--- src/psr_consts.vh ---
`ifndef PSR_CONSTS_VH
`define PSR_CONSTS_VH
// ==========================================
// ==========================================
`define PSR_ADDR_W 24
`define PSR_DATA_W 16
`define PSR_PORT_W 8
`define PSR_NPORT 8
`define PSR_APB_CTRL 12'h000
`define PSR_APB_STAT 12'h004
`define PSR_APB_DDR0 12'h010
`define PSR_APB_DDR_LAST 12'h02C
`define PSR_BIT_SWSTBY 0
`define PSR_BIT_SLEEP 1
`define PSR_BIT_INTERNAL_RAM_ENABLE 2
`define PSR_BIT_BUS_RELEASE_ENABLE 3
`define PSR_BIT_REFRESH_ENABLE 4
`define PSR_CTRL_RESET 32'h00000004
// Access states
`define PSR_ST_IDLE 3'h0
`define PSR_ST_T1 3'h1
`define PSR_ST_T2 3'h2
`define PSR_ST_TW 3'h3
`define PSR_ST_T3 3'h4
`define PSR_WAIT_PIN 0
`endif

--- src/psr_pin_sequencer.v ---
`include "psr_consts.vh"
module psr_pin_sequencer (
   input wire pclk,
   input wire presetn,
   input wire psel,
   input wire penable,
   input wire pwrite,
   input wire [11:0] paddr,
   input wire [31:0] pwdata,
   output reg [31:0] prdata,
   output reg pready,
   output reg pslverr,
   input wire system_clear_input_n,
   input wire standby_input_n,
   input wire bus_request_in_n,
   input wire [2:0] access_state,
   input wire two_state_area,
   input wire access_valid,
   input wire [`PSR_ADDR_W-1:0] core_addr,
   input wire [`PSR_DATA_W-1:0] core_wdata,
   input wire core_data_drive,
   input wire core_as_n,
   input wire core_rd_n,
   input wire core_hwr_n,
   input wire core_lwr_n,
   input wire [`PSR_NPORT*`PSR_PORT_W-1:0] port_data,
   output reg clk_out_val,
   output reg clk_out_oe,
   output reg [`PSR_ADDR_W-1:0] addr_out,
   output reg addr_oe,
   output reg [`PSR_DATA_W-1:0] data_out,
   output reg data_oe,
   output reg address_strobe,
   output reg read_strobe,
   output reg upper_write_strobe,
   output reg lower_write_strobe,
   output reg strobe_oe,
   output reg bus_grant_n,
   output reg bus_grant_oe,
   output reg [`PSR_NPORT*`PSR_PORT_W-1:0] port_out,
   output reg [`PSR_NPORT*`PSR_PORT_W-1:0] port_oe,
   output reg chip_clear
);
// ==========================================
// Input synchronisers (clear sampled on falling edge)
reg clr_s1_reg, clr_s2_reg, clr_n_reg;
always @(negedge pclk or negedge presetn) begin
   if (!presetn) begin
      clr_s1_reg <= 1'b1;
      clr_s2_reg <= 1'b1;
   end else begin
      clr_s1_reg <= system_clear_input_n;
      clr_s2_reg <= clr_s1_reg;
   end
end
always @(posedge pclk or negedge presetn) begin
   if (!presetn) clr_n_reg <= 1'b1;
   else clr_n_reg <= clr_s2_reg;
end
reg stb_s1_reg, stb_n_reg, brq_s1_reg, brq_n_reg;
always @(posedge pclk or negedge presetn) begin
   if (!presetn) begin
      stb_s1_reg <= 1'b1;
      stb_n_reg <= 1'b1;
      brq_s1_reg <= 1'b1;
      brq_n_reg <= 1'b1;
   end else begin
      stb_s1_reg <= standby_input_n;
      stb_n_reg <= stb_s1_reg;
      brq_s1_reg <= bus_request_in_n;
      brq_n_reg <= brq_s1_reg;
   end
end
// ==========================================
// Register file
reg [31:0] system_control_reg;
reg [`PSR_PORT_W-1:0] ddr_reg [0:`PSR_NPORT-1];
wire acc = psel && penable;
// DDR window decode, one aligned word per port
wire [11:0] ddr_off = paddr - `PSR_APB_DDR0;
wire [2:0] ddr_idx = ddr_off[4:2];
wire ddr_in_range = (paddr >= `PSR_APB_DDR0) && (paddr <= `PSR_APB_DDR_LAST);
wire ddr_aligned = (paddr[1:0] == 2'b00);
wire ddr_hit = ddr_in_range && ddr_aligned;
wire ctrl_hit = (paddr == `PSR_APB_CTRL);
wire stat_hit = (paddr == `PSR_APB_STAT);
integer i;
always @(posedge pclk or negedge presetn) begin
   if (!presetn) begin
      system_control_reg <= `PSR_CTRL_RESET;
      for (i = 0; i < `PSR_NPORT; i = i + 1) ddr_reg[i] <= 8'h00;
      pready <= 1'b0;
      pslverr <= 1'b0;
      prdata <= 32'h00000000;
   end else begin
      pready <= psel && !penable;
      pslverr <= psel && !penable && !(ctrl_hit || stat_hit || ddr_hit);
      prdata <= 32'h00000000;
      if (!clr_n_reg) begin
         for (i = 0; i < `PSR_NPORT; i = i + 1) ddr_reg[i] <= 8'h00;
      end else if (acc && pready && pwrite) begin
         if (ctrl_hit) system_control_reg <= {27'h0, pwdata[4:0]};
         if (ddr_hit) ddr_reg[ddr_idx] <= pwdata[7:0];
      end
      if (psel && !penable && !pwrite) begin
         if (ctrl_hit) prdata <= system_control_reg;
         if (stat_hit) prdata <= {26'h0, ~brq_n_reg, ~stb_n_reg, ~clr_n_reg, access_state};
         if (ddr_hit) prdata <= {24'h0, ddr_reg[ddr_idx]};
      end
   end
end
// ==========================================
// Mode decode
wire sw_standby_input = system_control_reg[`PSR_BIT_SWSTBY];
wire bus_release_enable = system_control_reg[`PSR_BIT_BUS_RELEASE_ENABLE];
wire hw_standby_input = !stb_n_reg;
wire bus_rel = bus_release_enable && !brq_n_reg && !sw_standby_input;
// ==========================================
// Address hold on clear
reg hold_addr_reg;
reg [`PSR_ADDR_W-1:0] last_addr_reg;
wire in_t3 = access_valid && ((access_state == `PSR_ST_T3) ||
             (two_state_area && access_state == `PSR_ST_T2));
always @(posedge pclk or negedge presetn) begin
   if (!presetn) begin
      hold_addr_reg <= 1'b0;
      last_addr_reg <= 24'h000000;
   end else begin
      if (clr_n_reg) last_addr_reg <= core_addr;
      if (clr_n_reg && !clr_s2_reg) begin
         hold_addr_reg <= in_t3;
      end else begin
         // Hold lasts one clock, then the address goes low
         hold_addr_reg <= 1'b0;
      end
   end
end
// ==========================================
// Pin drivers
// Port direction per mode
genvar g;
generate
   for (g = 0; g < `PSR_NPORT; g = g + 1) begin : gen_port
      always @(posedge pclk or negedge presetn) begin
         if (!presetn) begin
            port_out[g*8 +: 8] <= 8'h00;
            port_oe[g*8 +: 8] <= 8'h00;
         end else if (!clr_n_reg || hw_standby_input) begin
            port_oe[g*8 +: 8] <= 8'h00;
         end else if (sw_standby_input) begin
            port_oe[g*8 +: 8] <= ddr_reg[g];
         end else begin
            port_out[g*8 +: 8] <= port_data[g*8 +: 8];
            port_oe[g*8 +: 8] <= (g == 0) ? (ddr_reg[g] & 8'hFE) : ddr_reg[g];
         end
      end
   end
endgenerate
// Bus, strobe and clock pins
always @(posedge pclk or negedge presetn) begin
   if (!presetn) begin
      clk_out_val <= 1'b0;
      clk_out_oe <= 1'b0;
      addr_out <= 24'h000000;
      addr_oe <= 1'b0;
      data_out <= 16'h0000;
      data_oe <= 1'b0;
      address_strobe <= 1'b1;
      read_strobe <= 1'b1;
      upper_write_strobe <= 1'b1;
      lower_write_strobe <= 1'b1;
      strobe_oe <= 1'b0;
      bus_grant_n <= 1'b1;
      bus_grant_oe <= 1'b0;
      chip_clear <= 1'b1;
   end else begin
      chip_clear <= !clr_n_reg;
      clk_out_val <= ~clk_out_val;
      clk_out_oe <= 1'b1;
      bus_grant_n <= 1'b1;
      bus_grant_oe <= bus_release_enable;
      if (hw_standby_input) begin
         clk_out_oe <= 1'b0;
         addr_oe <= 1'b0;
         data_oe <= 1'b0;
         strobe_oe <= 1'b0;
         bus_grant_oe <= 1'b0;
      end else if (!clr_n_reg) begin
         address_strobe <= 1'b1;
         read_strobe <= 1'b1;
         upper_write_strobe <= 1'b1;
         lower_write_strobe <= 1'b1;
         strobe_oe <= 1'b1;
         data_oe <= 1'b0;
         addr_oe <= 1'b1;
         if (!hold_addr_reg) addr_out <= 24'h000000;
         else addr_out <= last_addr_reg;
      end else if (sw_standby_input) begin
         clk_out_val <= 1'b1;
         addr_oe <= 1'b0;
         data_oe <= 1'b0;
         strobe_oe <= 1'b0;
      end else if (bus_rel) begin
         addr_oe <= 1'b0;
         data_oe <= 1'b0;
         strobe_oe <= 1'b0;
         bus_grant_n <= 1'b0;
      end else begin
         addr_out <= core_addr;
         addr_oe <= 1'b1;
         data_out <= core_wdata;
         data_oe <= core_data_drive;
         address_strobe <= core_as_n;
         read_strobe <= core_rd_n;
         upper_write_strobe <= core_hwr_n;
         lower_write_strobe <= core_lwr_n;
         strobe_oe <= 1'b1;
      end
   end
end
endmodule // psr_pin_sequencer

--- config.mk ---
export PLATFORM = sky130hd
export DESIGN_NAME = psr_pin_sequencer
export DESIGN_NICKNAME = d
export VERILOG_FILES = /design/src/psr_pin_sequencer.v
export VERILOG_INCLUDE_DIRS = /design/src
export SDC_FILE = /design/constraint.sdc
export NUM_CORES = 1
export LEC_CHECK = 0
export BUFFER_PORTS_ARGS = -buffer_cell sky130_fd_sc_hd__buf_4
export CORE_ASPECT_RATIO = 1.75
export CORE_UTILIZATION = 51
export CTS_CLUSTER_SIZE = 20
export DETAILED_ROUTE_END_ITERATION = 7
export HOLD_SLACK_MARGIN = 0.02
export MAX_ROUTING_LAYER = met4
export PLACE_DENSITY = 0.81
export RECOVER_POWER = 100
export SYNTH_ARGS = -nofsm -noshare
export SYNTH_HDL_FRONTEND = slang
export SYNTH_SLANG_ARGS = --single-unit
--- constraint.sdc ---
create_clock -name pclk -period 2.6 [get_ports pclk]
set_input_delay 0.26 -clock pclk [delete_from_list [all_inputs] [get_ports pclk]]
set_output_delay 0.26 -clock pclk [all_outputs]
set_load 0.01 [all_outputs]
==> impl_metrics.env <==
export IMPL_fin_cells=1632
export IMPL_grt_max_degree=198
export IMPL_routed_wirelength_um=34900
export IMPL_relSlewSlack_pct=18.1
export IMPL_synthCells=871
export IMPL_async_flop_share_pct=100
export IMPL_power_density_mw_per_mm2=650
export IMPL_leakagePower_nw=7.83
export IMPL_drt_pass1_iter_count=5
export IMPL_crit_chain="and2_0 -> nand2b_1 -> nor2_1 -> clkbuf_2 -> mux2_2"
export IMPL_crit_required_ps=3010
export IMPL_route_detailed_drc=0
export IMPL_worst_r2r_path_depth=5
export IMPL_final_period_utilization_pct=88.2
export IMPL_slew_viol_final=0
export IMPL_die_x_um=117
export IMPL_ys_seq_area_share_pct=61.4
export IMPL_synth_ff_type="dfrtp_1"
export IMPL_cap_violations=0
export IMPL_critPathMaxStageDelay_ps=640
export IMPL_n_antenna_cell=0
export IMPL_routedWlPerCell_um=21.4
export IMPL_ios=380
export IMPL_clock_path_buffers=3
export IMPL_grt_pass1_wl_um=52500
export IMPL_yosysTopAreaCell="dfrtp_1"
export IMPL_setup_worst_path_class="flop to flop"
export IMPL_htreeDepth=1
export IMPL_min_path_cells=3
export IMPL_gp_congestion=0.806
export IMPL_finalHoldViolations=0
export IMPL_min_path_type="input pin to flop"
export IMPL_critPathLaunchType="flop"
export IMPL_end_kind="flop"
export IMPL_slowest_stage="dfstp_4"
export IMPL_chipHeight_um=204
export IMPL_initial_core_util_pct=52.1
export IMPL_port_buffers=331
export IMPL_irDropWorstVdd_mv=0.566
export IMPL_drive_gt1_share_pct=26.4
export IMPL_status="completed"
export IMPL_fillers=1691
export IMPL_clk_pin_slew_worst_paths_ps=70
export IMPL_reg2reg_slack_ps=310
export IMPL_yosysWarningCount=0
export IMPL_report_final_setup_viol=0
export IMPL_hp_start="paddr[10]"
export IMPL_place_inst=1463
export IMPL_layout_min_cycle_time_ps=2290
export IMPL_r2r_end="data_out[15]"
export IMPL_grt_ovfl_total=0
export IMPL_dp_hpwl_um=21500
export IMPL_synth_edff_count=0
export IMPL_cts_tree="done"
export IMPL_synth_area_leaders="dfrtp_1 (58%), mux2_2 (11%), mux2i_1 (7.2%)"
export IMPL_placeableCoreArea_mm2=0.0227
export IMPL_cts_buffers=25
export IMPL_first_iter_violations=478
export IMPL_syn_cell_area_mm2=0.0118
export IMPL_regToRegStartpoint="clr_n_reg"
export IMPL_cts_sinks=290
export IMPL_dieArea_mm2=0.0239
export IMPL_ant_nets=0
export IMPL_layout_common_cells="dfrtp_1 (276), clkbuf_1 (192), buf_4 (153), dlygate4sd3_1 (122), mux2_2 (93)"
export IMPL_syn_area_per_cell_um2=13.6
export IMPL_worstHoldEndpoint="pslverr"
export IMPL_cp_max_fo=17
export IMPL_synth_seq_cells=290
export IMPL_area_growth_syn_to_layout_pct=34.4
export IMPL_grt_usage_pct=30.4
export IMPL_grt_setup_unrepaired="false"
export IMPL_crit_arrival_ps=2710
export IMPL_clock_skew_ps=44.4
export IMPL_synth_top_area_share_pct=58.3
export IMPL_clk_insertion_delay_late_ps=580
export IMPL_viasPerCell=5.34
export IMPL_root_buffer="clkbuf_16"
export IMPL_mostFrequentLayoutCell="dfrtp_1"
export IMPL_ys_types=44
export IMPL_critPathLaunch="clr_n_reg"
export IMPL_grt_pass1_vias=9476
export IMPL_max_freq_ghz=0.436
export IMPL_dr_total_vias=8709
export IMPL_layout_nets=1479
export IMPL_worst_pin_slew_ps=1230
export IMPL_tns_ps=0
export IMPL_rows=73
export IMPL_antenna_found_initial=0
[worst max-delay path: cells and delay by family (launching register included)]
family                 cells  cell delay (ps)
buffers and inverters      1              430
muxes                      1              410
DFF                        1              640
and+or+nand+nor            3              690
[how the worst max path moves through the flow]
stage | slack (ps) | endpoint | depth (start not counted)
final | 310 | data_out[15] | 5
after global routing | 250 | data_out[15] | 5
after CTS | 30 | hold_addr_reg | 2
after detailed placement | 520 | ddr_reg[12] | 7
after global placement | 590 | ddr_reg[14] | 7
after floorplan | 640 | hold_addr_reg | 1
[stage by stage]
step                utilization [%]  cell area [µm²]  hold WS (ps)  worst slack [ps]  total power, mW
floorplan                         -            11900         -35.6               639             5.57
global placement               63.8            14500           127               589             6.25
detailed placement             63.8            14500           125               523             6.29
CTS                            73.2            16700          28.1              31.7             10.5
global route                   70.0            15900          39.1               252             10.7
finish                         70.0            15900          34.2               308             10.4
[synthesized netlist by cell type (2+ instances only)]
cell type / instances
a21boi_0: 24
dfstp_2: 14
a21o_1: 24
and3_1: 64
nand3b_1: 2
buf_2: 20
and2_2: 2
nor2b_1: 3
dfrtp_1: 276
mux4_2: 5
clkbuf_1: 33
nand3_4: 4
nor4_1: 2
inv_1: 3
nand2b_1: 3
and2_1: 5
nor2_1: 10
nand2_1: 76
nand4_4: 3
a21oi_1: 7
a22oi_1: 6
and2b_1: 3
buf_4: 27
mux2_2: 111
buf_6: 2
o22ai_1: 11
a31o_2: 24
mux2i_1: 85
or3b_2: 2
o22a_1: 4
and4_1: 3
[power breakdown]
part	internal, mW	switching (mW)
Clock	2.45	1.67
Sequential	4.78	0.152
Combinational	0.614	0.684
[cell type report]
class	instances	area, µm²	share of cell area, %
Multi-Input combinational cell	518	4170	26.2
Inverter	2	7.51	0.0472
Clock buffer	35	723	4.54
Timing Repair Buffer	474	3170	19.9
Clock inverter	13	194	1.22
Sequential cell	290	7280	45.7
Tap cell	300	375	2.36
[repair_timing]
action,in CTS,in global routing
endpoints found under the hold margin,142,1
setup buffers,0,0
endpoints found under the setup margin,0,1
resized for setup,0,1
hold buffers,122,1
[logic make-up after synthesis]
group,count (synthesis),synth area share (%)
flops,290,61.4
compound gates,103,6.54
simple gates,190,9.39
mux,201,18.7
buf+inv,86,3.92
other cells,1,0.0317
[layer usage]
metal / vias up / wire [µm] / track usage, %
met5: - / 0 / -
met4: 0 / 2300 / 19.3
met3: 128 / 2190 / 5.94
met2: 363 / 18000 / 51.2
met1: 4316 / 12300 / 31.9
li1: 3902 / - / -
(Power assumes the default switching activity.)
